--- config.mk ---
export PLATFORM = sky130hd
export DESIGN_NAME = rsg_reset_guard
export DESIGN_NICKNAME = d
export VERILOG_FILES = /design/src/logic/rsg_pkg.sv /design/src/logic/rsg_watchdog.sv /design/src/logic/rsg_op_timer.sv /design/src/logic/rsg_reset_guard.sv
export VERILOG_INCLUDE_DIRS = /design/src /design/src/logic
export SDC_FILE = /design/constraint.sdc
export NUM_CORES = 1
export LEC_CHECK = 0
export BUFFER_PORTS_ARGS = -buffer_cell sky130_fd_sc_hd__buf_2
export CAP_MARGIN = 20
export CORE_MARGIN = 2
export CORE_UTILIZATION = 38
export DETAILED_ROUTE_END_ITERATION = 10
export PLACE_DENSITY = 0.6
export SYNTH_ARGS = -nofsm -noshare
export SYNTH_HDL_FRONTEND = slang
export SYNTH_SLANG_ARGS = --single-unit
--- constraint.sdc ---
create_clock -name core_clk -period 2.6 [get_ports core_clk]
set_clock_uncertainty 0.15 [all_clocks]
set_input_delay 0.26 -clock core_clk [delete_from_list [all_inputs] [get_ports core_clk]]
set_output_delay 0.26 -clock core_clk [all_outputs]
set_load 0.02 [all_outputs]
--- src/logic/rsg_regs.svh ---
// Register offsets, field positions, reset values and timing counts
`ifndef RSG_REGS_SVH
`define RSG_REGS_SVH

// Register addresses on the register port
`define RSG_CAUSE_ADDR 8'hEF
`define RSG_STORE_ADDR 8'h8F
`define RSG_KEY_ADDR 8'hB7

// Reset cause and enable register fields
`define RSG_PIN_BIT 0
`define RSG_POR_BIT 1
`define RSG_LCK_BIT 2
`define RSG_WDT_BIT 3
`define RSG_SOFT_BIT 4
`define RSG_CMP_BIT 5
`define RSG_FERR_BIT 6
`define RSG_UNUSED_BIT 7
`define RSG_POR_FLAGS 7'h02

// Program store control fields
`define RSG_WE_BIT 0
`define RSG_EE_BIT 1

// Unlock keys
`define RSG_KEY1 8'hA5
`define RSG_KEY2 8'hF1

// Flash geometry
`define RSG_PAGE_BYTES 512
`define RSG_ERASE_FILL 8'hFF
`define RSG_ADDR8_MAX 16'h00FF
`define RSG_LOCK_ADDR 16'h1DFF

// Timing
`define RSG_WDT_DIV 12
`define RSG_WDT_LIMIT 256
`define RSG_CLK_NS 4
`define RSG_FL_WRITE_NS 40000
`define RSG_FL_ERASE_NS 20000000
`define RSG_FL_WRITE_CYC ((`RSG_FL_WRITE_NS + `RSG_CLK_NS - 1) / `RSG_CLK_NS)
`define RSG_FL_ERASE_CYC ((`RSG_FL_ERASE_NS + `RSG_CLK_NS - 1) / `RSG_CLK_NS)
`define RSG_RST_HOLD_CYC 16

`endif

--- src/logic/rsg_pkg.sv ---
// Types shared by the reset and flash guard block
package rsg_pkg;
    typedef enum logic [1:0] {
        KEY_LOCKED,
        KEY_HALF,
        KEY_OPEN,
        KEY_DEAD
    } rsg_key_t;

    typedef enum logic {
        SEQ_RUN,
        SEQ_HOLD
    } rsg_seq_t;
endpackage

--- src/logic/rsg_watchdog.sv ---
// Watchdog counter on the system clock, stepped once every DIV clock cycles
`timescale 1ns/100ps
`default_nettype none
module rsg_watchdog #(
    parameter int DIV = 12,
    parameter int LIMIT = 256
) (
    // Clock and reset
    input wire logic core_clk,
    input wire logic rstn,
    // Control
    input wire logic clr,
    input wire logic kick,
    input wire logic dis,
    // Timeout
    output logic expire
);
    logic en_q, en_d;
    logic [3:0] div_q, div_d;
    logic [15:0] cnt_q, cnt_d;
    logic exp_q, exp_d;

    always_comb begin
        en_d = en_q;
        div_d = div_q;
        cnt_d = cnt_q;
        exp_d = 1'b0;
        if (clr) begin
            en_d = 1'b1;
            div_d = 4'h0;
            cnt_d = 16'h0000;
        end else begin
            if (dis) begin
                en_d = 1'b0;
            end
            if (kick) begin
                cnt_d = 16'h0000;
            end else if (en_q) begin
                if (div_q == 4'(DIV - 1)) begin
                    div_d = 4'h0;
                    if (cnt_q == 16'(LIMIT - 1)) begin
                        cnt_d = 16'h0000;
                        exp_d = 1'b1;
                    end else begin
                        cnt_d = cnt_q + 16'h0001;
                    end
                end else begin
                    div_d = div_q + 4'h1;
                end
            end
        end
    end

    always_ff @(posedge core_clk or negedge rstn) begin
        if (!rstn) begin
            en_q <= 1'b1;
            div_q <= 4'h0;
            cnt_q <= 16'h0000;
            exp_q <= 1'b0;
        end else begin
            en_q <= en_d;
            div_q <= div_d;
            cnt_q <= cnt_d;
            exp_q <= exp_d;
        end
    end

    assign expire = exp_q;
endmodule // rsg_watchdog
`default_nettype wire

--- src/logic/rsg_op_timer.sv ---
// Down counter that times one flash operation
`timescale 1ns/100ps
`default_nettype none
module rsg_op_timer #(
    parameter int W = 32
) (
    // Clock and reset
    input wire logic core_clk,
    input wire logic rstn,
    // Start with a cycle count
    input wire logic start,
    input wire logic [W-1:0] load,
    // Status
    output logic busy
);
    logic [W-1:0] cnt_q, cnt_d;

    always_comb begin
        cnt_d = cnt_q;
        if (start) begin
            cnt_d = load;
        end else if (cnt_q != '0) begin
            cnt_d = cnt_q - W'(1);
        end
    end

    always_ff @(posedge core_clk or negedge rstn) begin
        if (!rstn) begin
            cnt_q <= '0;
        end else begin
            cnt_q <= cnt_d;
        end
    end

    assign busy = (cnt_q != '0);
endmodule // rsg_op_timer
`default_nettype wire

--- src/logic/rsg_reset_guard.sv ---
// Reset source sequencer and flash program-store guard
`timescale 1ns/100ps
`default_nettype none
`include "rsg_regs.svh"

module rsg_reset_guard #(
    parameter int LOCK_ADDR = `RSG_LOCK_ADDR,
    parameter int PAGE_BYTES = `RSG_PAGE_BYTES,
    parameter int WRITE_CYCLES = `RSG_FL_WRITE_CYC,
    parameter int ERASE_CYCLES = `RSG_FL_ERASE_CYC,
    parameter int WDT_LIMIT = `RSG_WDT_LIMIT
) (
    // Clock and power-on reset
    input wire logic core_clk,
    input wire logic rstn,
    // Register port
    input wire logic [7:0] sfr_addr,
    input wire logic [7:0] sfr_wdata,
    input wire logic sfr_we,
    input wire logic sfr_re,
    output logic [7:0] sfr_rdata,
    // Data-space writes from the core
    input wire logic xw_valid,
    input wire logic [15:0] xw_addr,
    input wire logic [7:0] xw_data,
    input wire logic xw_short,
    // Code-space reads and branch fetches
    input wire logic cr_valid,
    input wire logic [15:0] cr_addr,
    input wire logic br_valid,
    input wire logic [15:0] br_addr,
    // Security and supply status
    input wire logic sec_deny,
    input wire logic supply_on,
    // Watchdog servicing
    input wire logic wdt_kick,
    input wire logic wdt_disable,
    // Asynchronous reset sources
    input wire logic rst_pin_n_in,
    input wire logic cmp_out_n,
    input wire logic lost_clk,
    input wire logic supply_low,
    // External reset pin drive
    output logic rst_pin_o,
    output logic rst_pin_oe,
    // Flash array
    input wire logic [7:0] fl_cur_data,
    output logic fl_prog,
    output logic fl_erase,
    output logic [15:0] fl_addr,
    output logic [7:0] fl_wdata,
    // System
    output logic cpu_stall,
    output logic sys_rst_n
);
    // Synchronisers: {supply_low, lost_clk, cmp_out_n, pin_n}
    logic [3:0] sync1_q, sync2_q;
    always_ff @(posedge core_clk or negedge rstn) begin
        if (!rstn) begin
            sync1_q <= 4'h3;
            sync2_q <= 4'h3;
        end else begin
            sync1_q <= {supply_low, lost_clk, cmp_out_n, rst_pin_n_in};
            sync2_q <= sync1_q;
        end
    end
    logic pin_low_s, cmp_low_s, lost_s, supply_low_s;
    assign pin_low_s = ~sync2_q[0];
    assign cmp_low_s = ~sync2_q[1];
    assign lost_s = sync2_q[2];
    assign supply_low_s = sync2_q[3];

    // Register decode
    logic wr_rst, wr_ps, wr_key;
    assign wr_rst = sfr_we && (sfr_addr == `RSG_CAUSE_ADDR);
    assign wr_ps = sfr_we && (sfr_addr == `RSG_STORE_ADDR);
    assign wr_key = sfr_we && (sfr_addr == `RSG_KEY_ADDR);

    // Reset sequencer state
    rsg_pkg::rsg_seq_t seq_q, seq_d;
    logic [6:0] cause_q, cause_d, flags_q, flags_d;
    logic [7:0] hold_q, hold_d;
    logic cmp_en_q, cmp_en_d, lost_en_q, lost_en_d, sup_sel_q, sup_sel_d;
    logic sys_rst_n_q, sys_rst_n_d, pin_oe_q, pin_oe_d;
    logic in_hold, wdt_exp, ferr;
    logic [6:0] src;

    assign in_hold = (seq_q == rsg_pkg::SEQ_HOLD);

    rsg_watchdog #(
        .DIV(`RSG_WDT_DIV),
        .LIMIT(WDT_LIMIT)
    ) u_wdt (
        .core_clk(core_clk),
        .rstn(rstn),
        .clr(in_hold),
        .kick(wdt_kick),
        .dis(wdt_disable),
        .expire(wdt_exp)
    );

    always_comb begin
        src = 7'h00;
        src[`RSG_PIN_BIT] = pin_low_s;
        src[`RSG_POR_BIT] = sup_sel_q && supply_low_s;
        src[`RSG_LCK_BIT] = lost_en_q && lost_s;
        src[`RSG_WDT_BIT] = wdt_exp;
        src[`RSG_SOFT_BIT] = wr_rst && sfr_wdata[`RSG_SOFT_BIT];
        src[`RSG_CMP_BIT] = cmp_en_q && cmp_low_s;
        src[`RSG_FERR_BIT] = ferr;
    end

    always_comb begin
        seq_d = seq_q;
        cause_d = cause_q;
        flags_d = flags_q;
        hold_d = hold_q;
        cmp_en_d = cmp_en_q;
        lost_en_d = lost_en_q;
        sup_sel_d = sup_sel_q;
        case (seq_q)
            rsg_pkg::SEQ_RUN: begin
                if (wr_rst) begin
                    cmp_en_d = sfr_wdata[`RSG_CMP_BIT];
                    lost_en_d = sfr_wdata[`RSG_LCK_BIT];
                    sup_sel_d = sfr_wdata[`RSG_POR_BIT];
                end
                if (src != 7'h00) begin
                    seq_d = rsg_pkg::SEQ_HOLD;
                    cause_d = src;
                    hold_d = 8'(`RSG_RST_HOLD_CYC);
                    cmp_en_d = 1'b0;
                    lost_en_d = 1'b0;
                end
            end
            rsg_pkg::SEQ_HOLD: begin
                if (hold_q != 8'h00) begin
                    hold_d = hold_q - 8'h01;
                end else if (!pin_low_s) begin
                    seq_d = rsg_pkg::SEQ_RUN;
                    flags_d = cause_q;
                end
            end
            default: begin
                seq_d = rsg_pkg::SEQ_RUN;
            end
        endcase
        sys_rst_n_d = (seq_d == rsg_pkg::SEQ_RUN);
        // Only a supply reset pulls the pin; other causes leave it free
        pin_oe_d = (seq_d == rsg_pkg::SEQ_HOLD) &&
            cause_d[`RSG_POR_BIT];
    end

    always_ff @(posedge core_clk or negedge rstn) begin
        if (!rstn) begin
            seq_q <= rsg_pkg::SEQ_RUN;
            cause_q <= 7'h00;
            flags_q <= `RSG_POR_FLAGS;
            hold_q <= 8'h00;
            cmp_en_q <= 1'b0;
            lost_en_q <= 1'b0;
            sup_sel_q <= 1'b1;
            sys_rst_n_q <= 1'b1;
            pin_oe_q <= 1'b0;
        end else begin
            seq_q <= seq_d;
            cause_q <= cause_d;
            flags_q <= flags_d;
            hold_q <= hold_d;
            cmp_en_q <= cmp_en_d;
            lost_en_q <= lost_en_d;
            sup_sel_q <= sup_sel_d;
            sys_rst_n_q <= sys_rst_n_d;
            pin_oe_q <= pin_oe_d;
        end
    end

    // Flash guard state
    rsg_pkg::rsg_key_t key_q, key_d;
    logic st_we_q, st_we_d, st_ee_q, st_ee_d;
    logic prog_q, prog_d, erase_q, erase_d;
    logic [15:0] faddr_q, faddr_d;
    logic [7:0] fdata_q, fdata_d;
    logic [31:0] op_load;
    logic op_start, busy, xw_try, short_bad;

    rsg_op_timer #(
        .W(32)
    ) u_timer (
        .core_clk(core_clk),
        .rstn(rstn),
        .start(op_start),
        .load(op_load),
        .busy(busy)
    );

    assign short_bad = xw_short && (xw_addr > `RSG_ADDR8_MAX);
    assign xw_try = xw_valid && st_we_q && !busy && !in_hold;

    always_comb begin
        key_d = key_q;
        st_we_d = st_we_q;
        st_ee_d = st_ee_q;
        prog_d = 1'b0;
        erase_d = 1'b0;
        faddr_d = faddr_q;
        fdata_d = fdata_q;
        op_start = 1'b0;
        op_load = 32'h0000_0000;
        ferr = 1'b0;
        if (in_hold) begin
            key_d = rsg_pkg::KEY_LOCKED;
            st_we_d = 1'b0;
            st_ee_d = 1'b0;
        end else begin
            if (cr_valid && (cr_addr > 16'(LOCK_ADDR))) begin
                ferr = 1'b1;
            end
            if (br_valid && (br_addr > 16'(LOCK_ADDR))) begin
                ferr = 1'b1;
            end
            if ((cr_valid || br_valid) && sec_deny) begin
                ferr = 1'b1;
            end
            if (wr_ps) begin
                st_we_d = sfr_wdata[`RSG_WE_BIT];
                st_ee_d = sfr_wdata[`RSG_EE_BIT];
            end
            if (wr_key) begin
                case (key_q)
                    rsg_pkg::KEY_LOCKED: begin
                        key_d = (sfr_wdata == `RSG_KEY1) ?
                            rsg_pkg::KEY_HALF : rsg_pkg::KEY_DEAD;
                    end
                    rsg_pkg::KEY_HALF: begin
                        key_d = (sfr_wdata == `RSG_KEY2) ?
                            rsg_pkg::KEY_OPEN : rsg_pkg::KEY_DEAD;
                    end
                    default: begin
                        key_d = rsg_pkg::KEY_DEAD;
                    end
                endcase
            end
            if (xw_try && !short_bad) begin
                if (xw_addr > 16'(LOCK_ADDR)) begin
                    ferr = 1'b1;
                end else if (!supply_on) begin
                    ferr = 1'b1;
                end else if (sec_deny) begin
                    ferr = 1'b1;
                end else if (key_q == rsg_pkg::KEY_OPEN) begin
                    key_d = rsg_pkg::KEY_LOCKED;
                    op_start = 1'b1;
                    if (st_ee_q) begin
                        // Page base of the addressed byte
                        faddr_d = xw_addr & ~16'(PAGE_BYTES - 1);
                        fdata_d = `RSG_ERASE_FILL;
                        erase_d = 1'b1;
                        op_load = 32'(ERASE_CYCLES);
                    end else begin
                        faddr_d = xw_addr;
                        fdata_d = fl_cur_data & xw_data;
                        prog_d = 1'b1;
                        op_load = 32'(WRITE_CYCLES);
                    end
                end else begin
                    key_d = rsg_pkg::KEY_DEAD;
                end
            end
        end
    end

    always_ff @(posedge core_clk or negedge rstn) begin
        if (!rstn) begin
            key_q <= rsg_pkg::KEY_LOCKED;
            st_we_q <= 1'b0;
            st_ee_q <= 1'b0;
            prog_q <= 1'b0;
            erase_q <= 1'b0;
            faddr_q <= 16'h0000;
            fdata_q <= 8'h00;
        end else begin
            key_q <= key_d;
            st_we_q <= st_we_d;
            st_ee_q <= st_ee_d;
            prog_q <= prog_d;
            erase_q <= erase_d;
            faddr_q <= faddr_d;
            fdata_q <= fdata_d;
        end
    end

    // Register read port, one cycle after the strobe
    logic [7:0] rdata_q, rdata_d;
    always_comb begin
        rdata_d = rdata_q;
        if (sfr_re) begin
            case (sfr_addr)
                `RSG_CAUSE_ADDR: rdata_d = {1'b1, flags_q};
                `RSG_STORE_ADDR: rdata_d = {6'h00, st_ee_q, st_we_q};
                `RSG_KEY_ADDR: rdata_d = {6'h00, key_q};
                default: rdata_d = 8'h00;
            endcase
        end
    end

    always_ff @(posedge core_clk or negedge rstn) begin
        if (!rstn) begin
            rdata_q <= 8'h00;
        end else begin
            rdata_q <= rdata_d;
        end
    end

    assign sfr_rdata = rdata_q;
    assign rst_pin_o = 1'b0;
    assign rst_pin_oe = pin_oe_q;
    assign fl_prog = prog_q;
    assign fl_erase = erase_q;
    assign fl_addr = faddr_q;
    assign fl_wdata = fdata_q;
    assign cpu_stall = busy;
    assign sys_rst_n = sys_rst_n_q;
endmodule // rsg_reset_guard
`default_nettype wire

==> metrics.md <==
| Metric | Value |
|---|---|
| CP Max Fanout | `3` |
| Outcome | `finished with violations` |
| Antenna Nets Post-Route | `0` |
| Htree depth | `4` |
| Avg Inst Size Synth | `10.2 um^2` |
| Ys Warns | `0` |
| GR Overflow Total | `0` |
| Setup WS post-layout | `-0.0328 ns` |
| M1 GR Usage | `0.224` |
| Die height | `129 um` |
| Most frequent cells in the layout | `120 x dfrtp_1, 113 x buf_2, 51 x buf_4` |
| Seq/Total Area, Yosys | `0.538` |
| I/O pin total | `134` |
| Worst hold stages | `3` |
| R2R setup slack | `-0.03 ns` |
| Post-Route Setup TNS | `-0.0887 ns` |
| Synthesized net count | `689` |
| Placed instance count | `952` |
| DP Worst Slack | `-0.190 ns` |
| 1st-iter DRT viols | `233` |
| Peak Freq | `380 MHz` |
| Register bit total from synthesis | `128` |
| Largest net degree at the start of global routing | `46` |
| GRT Util Overall | `0.187` |
| P&R area growth vs syn | `42.2%` |
| Met2 usage | `0.320` |
| Unrepaired setup endpoints after global routing | `true` |
| Share of cells above drive strength 1 | `0.313` |
| CTS buffer count | `17` |
| Post-Synthesis Cells | `588` |
| Routed WL | `15300 um` |
| Root buf cell | `clkbuf_16` |
| Fraction of met3 tracks used by global routing | `0.0491` |
| Die Width | `129 um` |
| DRC violations left | `0` |
| Most common cell after layout, fill and taps aside | `dfrtp_1` |
| Fin crit share | `1.01` |
| DIE AREA | `0.0167 mm^2` |
| Hold Crit Endpoint | `fl_wdata[3]$_DFFE_PN0P_` |
| Post-layout min period | `2.63 ns` |
| Drt pass-1 iters | `4` |
| Number of synthesized flops with an enable pin | `0` |
| FF-to-FF path depth | `6` |
| Final-report hold violation count | `0` |
| PortBufs | `114` |
| Final net count | `905` |
| Placed Area | `0.00722 mm^2` |
| Area of the mapped netlist | `0.00598 mm^2` |
| Leakage | `3.98 nW` |
| PwrDens | `644 mW/mm^2` |
| Clock latency on the worst-skew pair | `0.42 ns` |
| Top Usage Layer GRT | `met2` |
| Crit path arrival time | `2.81 ns` |
| CTS Sinks | `128` |
| Via density | `5.04` |
| CP Capture Type | `register` |
| Vias in the first global route | `5211` |
| Max_slew headroom | `0.536` |
| Via count | `5188` |
| DR WL/cell | `14.9 um` |
| Non-Filler Instances | `1029` |
| Clk slew on worst S/H paths | `0.05 ns` |
| Initial core utilization | `0.392` |
| R2r startpoint | `u_timer.cnt_q[29]$_DFFE_PN0P_` |
| Util after Layout | `0.557` |
| Max-cap check violation count | `0` |
| Hold Crit Start | `fl_cur_data[3]` |
| Fin area | `0.00850 mm^2` |
| Type of the worst setup path | `reg2reg` |
| Yosys cell types | `58` |
| Setup Viol. Count Final | `5` |
| HP Class | `in2reg` |
| Post-synthesis async set-or-reset flop share | `1.00` |
| TritonCTS clock tree | `yes` |
| Critical Path Source Type | `register` |
| First-pass GRT wire length | `24300 um` |
| Slew Limit Fails | `0` |
| IR drop worst, VDD | `0.535 mV` |
| Crit path required time | `2.77 ns` |
| Clock tree buffer depth | `2` |
| FP Rows | `45` |
| Placed wire-length estimate | `10500 um` |
| Initial antenna violation count | `1` |
| Violated checks | `negative setup slack` |
| Worst Tran Pin Value | `0.690 ns` |
| R2r endpoint | `key_q[0]$_DFF_PN0_` |
| Ys flop type | `dfrtp_1` |
| Core area | `0.0153 mm^2` |
| GPL Wtd Cong | `0.846` |
-- stage by stage --
| step | total power, mW | hold WS, ns |
|---|---|---|
| 4_1_cts | 5.53 | 0.00286 |
| 5_1_grt | 5.71 | 0.00837 |
| 3_5_place_dp | 2.81 | 0.166 |
| 2_1_floorplan | 2.56 | -0.186 |
| 3_3_place_gp | 2.77 | 0.157 |
| 6_report | 5.47 | 0.0135 |
-- flip-flops by register name, indices dropped and copies added, names as in the netlist, 2 cells and up --
| signal | cells |
|---|---|
| cause_q | 7 |
| fl_addr | 16 |
| fl_wdata | 8 |
| flags_q | 7 |
| hold_q | 8 |
| key_q | 2 |
| sfr_rdata | 8 |
| sync1_q | 4 |
| sync2_q | 4 |
| u_timer.cnt_q | 32 |
| u_wdt.cnt_q | 16 |
| u_wdt.div_q | 4 |
-- worst max-delay path by stage --
stage / end / cells past startpoint / startpoint
CTS: key_q[0]$_DFF_PN0_ / 8 / u_timer.cnt_q[0]$_DFFE_PN0P_
floorplan: key_q[0]$_DFF_PN0_ / 9 / u_timer.cnt_q[0]$_DFFE_PN0P_
detailed placement: key_q[0]$_DFF_PN0_ / 8 / u_timer.cnt_q[0]$_DFFE_PN0P_
finish: key_q[0]$_DFF_PN0_ / 6 / u_timer.cnt_q[29]$_DFFE_PN0P_
global route: key_q[0]$_DFF_PN0_ / 6 / u_timer.cnt_q[29]$_DFFE_PN0P_
global placement: key_q[0]$_DFF_PN0_ / 6 / u_timer.cnt_q[20]$_DFFE_PN0P_
-- layout make-up --
cell class / instances / area, um^2
fillers: 1299 / 6760
clock buffers: 20 / 467
multi-input cells: 417 / 2730
diodes: 1 / 2.50
clock inverters: 12 / 206
repair buffers: 212 / 1510
well taps: 211 / 264
inverters: 28 / 105
flip-flops and latches: 128 / 3210
-- power by group --
part,switching (mW),internal [mW],leakage [nW]
Combinational,0.280,0.306,2.04
Sequential,0.106,2.12,1.62
Clock,0.875,1.78,0.315
Total,1.26,4.21,3.98
-- cells by family after synthesis --
kind of cell             synth area share
multiplexers                       0.0352
XOR/XNOR                           0.0630
other                            0.000628
adder cells (fa/ha/maj)            0.0105
flip-flops                          0.538
buffers and inverters              0.0291
AO/OA/AOI/OAI                       0.104
AND/OR/NAND/NOR                     0.220
-- synthesized netlist by cell type, types with 12 or more instances --
cell type | instances | share of area
nand2_1 | 45 | 0.028
a21o_1 | 12 | 0.015
inv_1 | 27 | 0.017
a21oi_1 | 22 | 0.018
xnor2_1 | 20 | 0.029
o21ai_0 | 23 | 0.019
mux2_2 | 12 | 0.023
nand3_1 | 33 | 0.028
o21ai_1 | 15 | 0.013
dfrtp_1 | 120 | 0.50
nor2_1 | 52 | 0.033
nor4_1 | 16 | 0.017
nor3_1 | 24 | 0.020
xor2_1 | 23 | 0.034
-- metal layers --
layer,up-vias,routed length (um)
li1,2521,-
met1,2524,6770
met2,117,7650
met5,-,0
met4,0,330
met3,26,586
-- timing repair --
| action | CTS | global route |
|---|---|---|
| buffers inserted | 0 | 7 |
| endpoints found under the setup margin | 41 | 39 |
| gates cloned | 0 | 2 |
| pin swaps | 1 | 6 |
| endpoints found under the hold margin | 73 | 0 |
| resized for setup | 5 | 31 |
| hold buffers | 36 | 0 |
-- critical path, cell delays in order, from the launching register on --
cell and delay, ns:
dfrtp_1 0.40, or3_1 0.38, or2_1 0.25, or4_4 0.57
nor3_4 0.25, mux2_4 0.32, a221oi_2 0.22
Power figures use the tool's default switching activity.
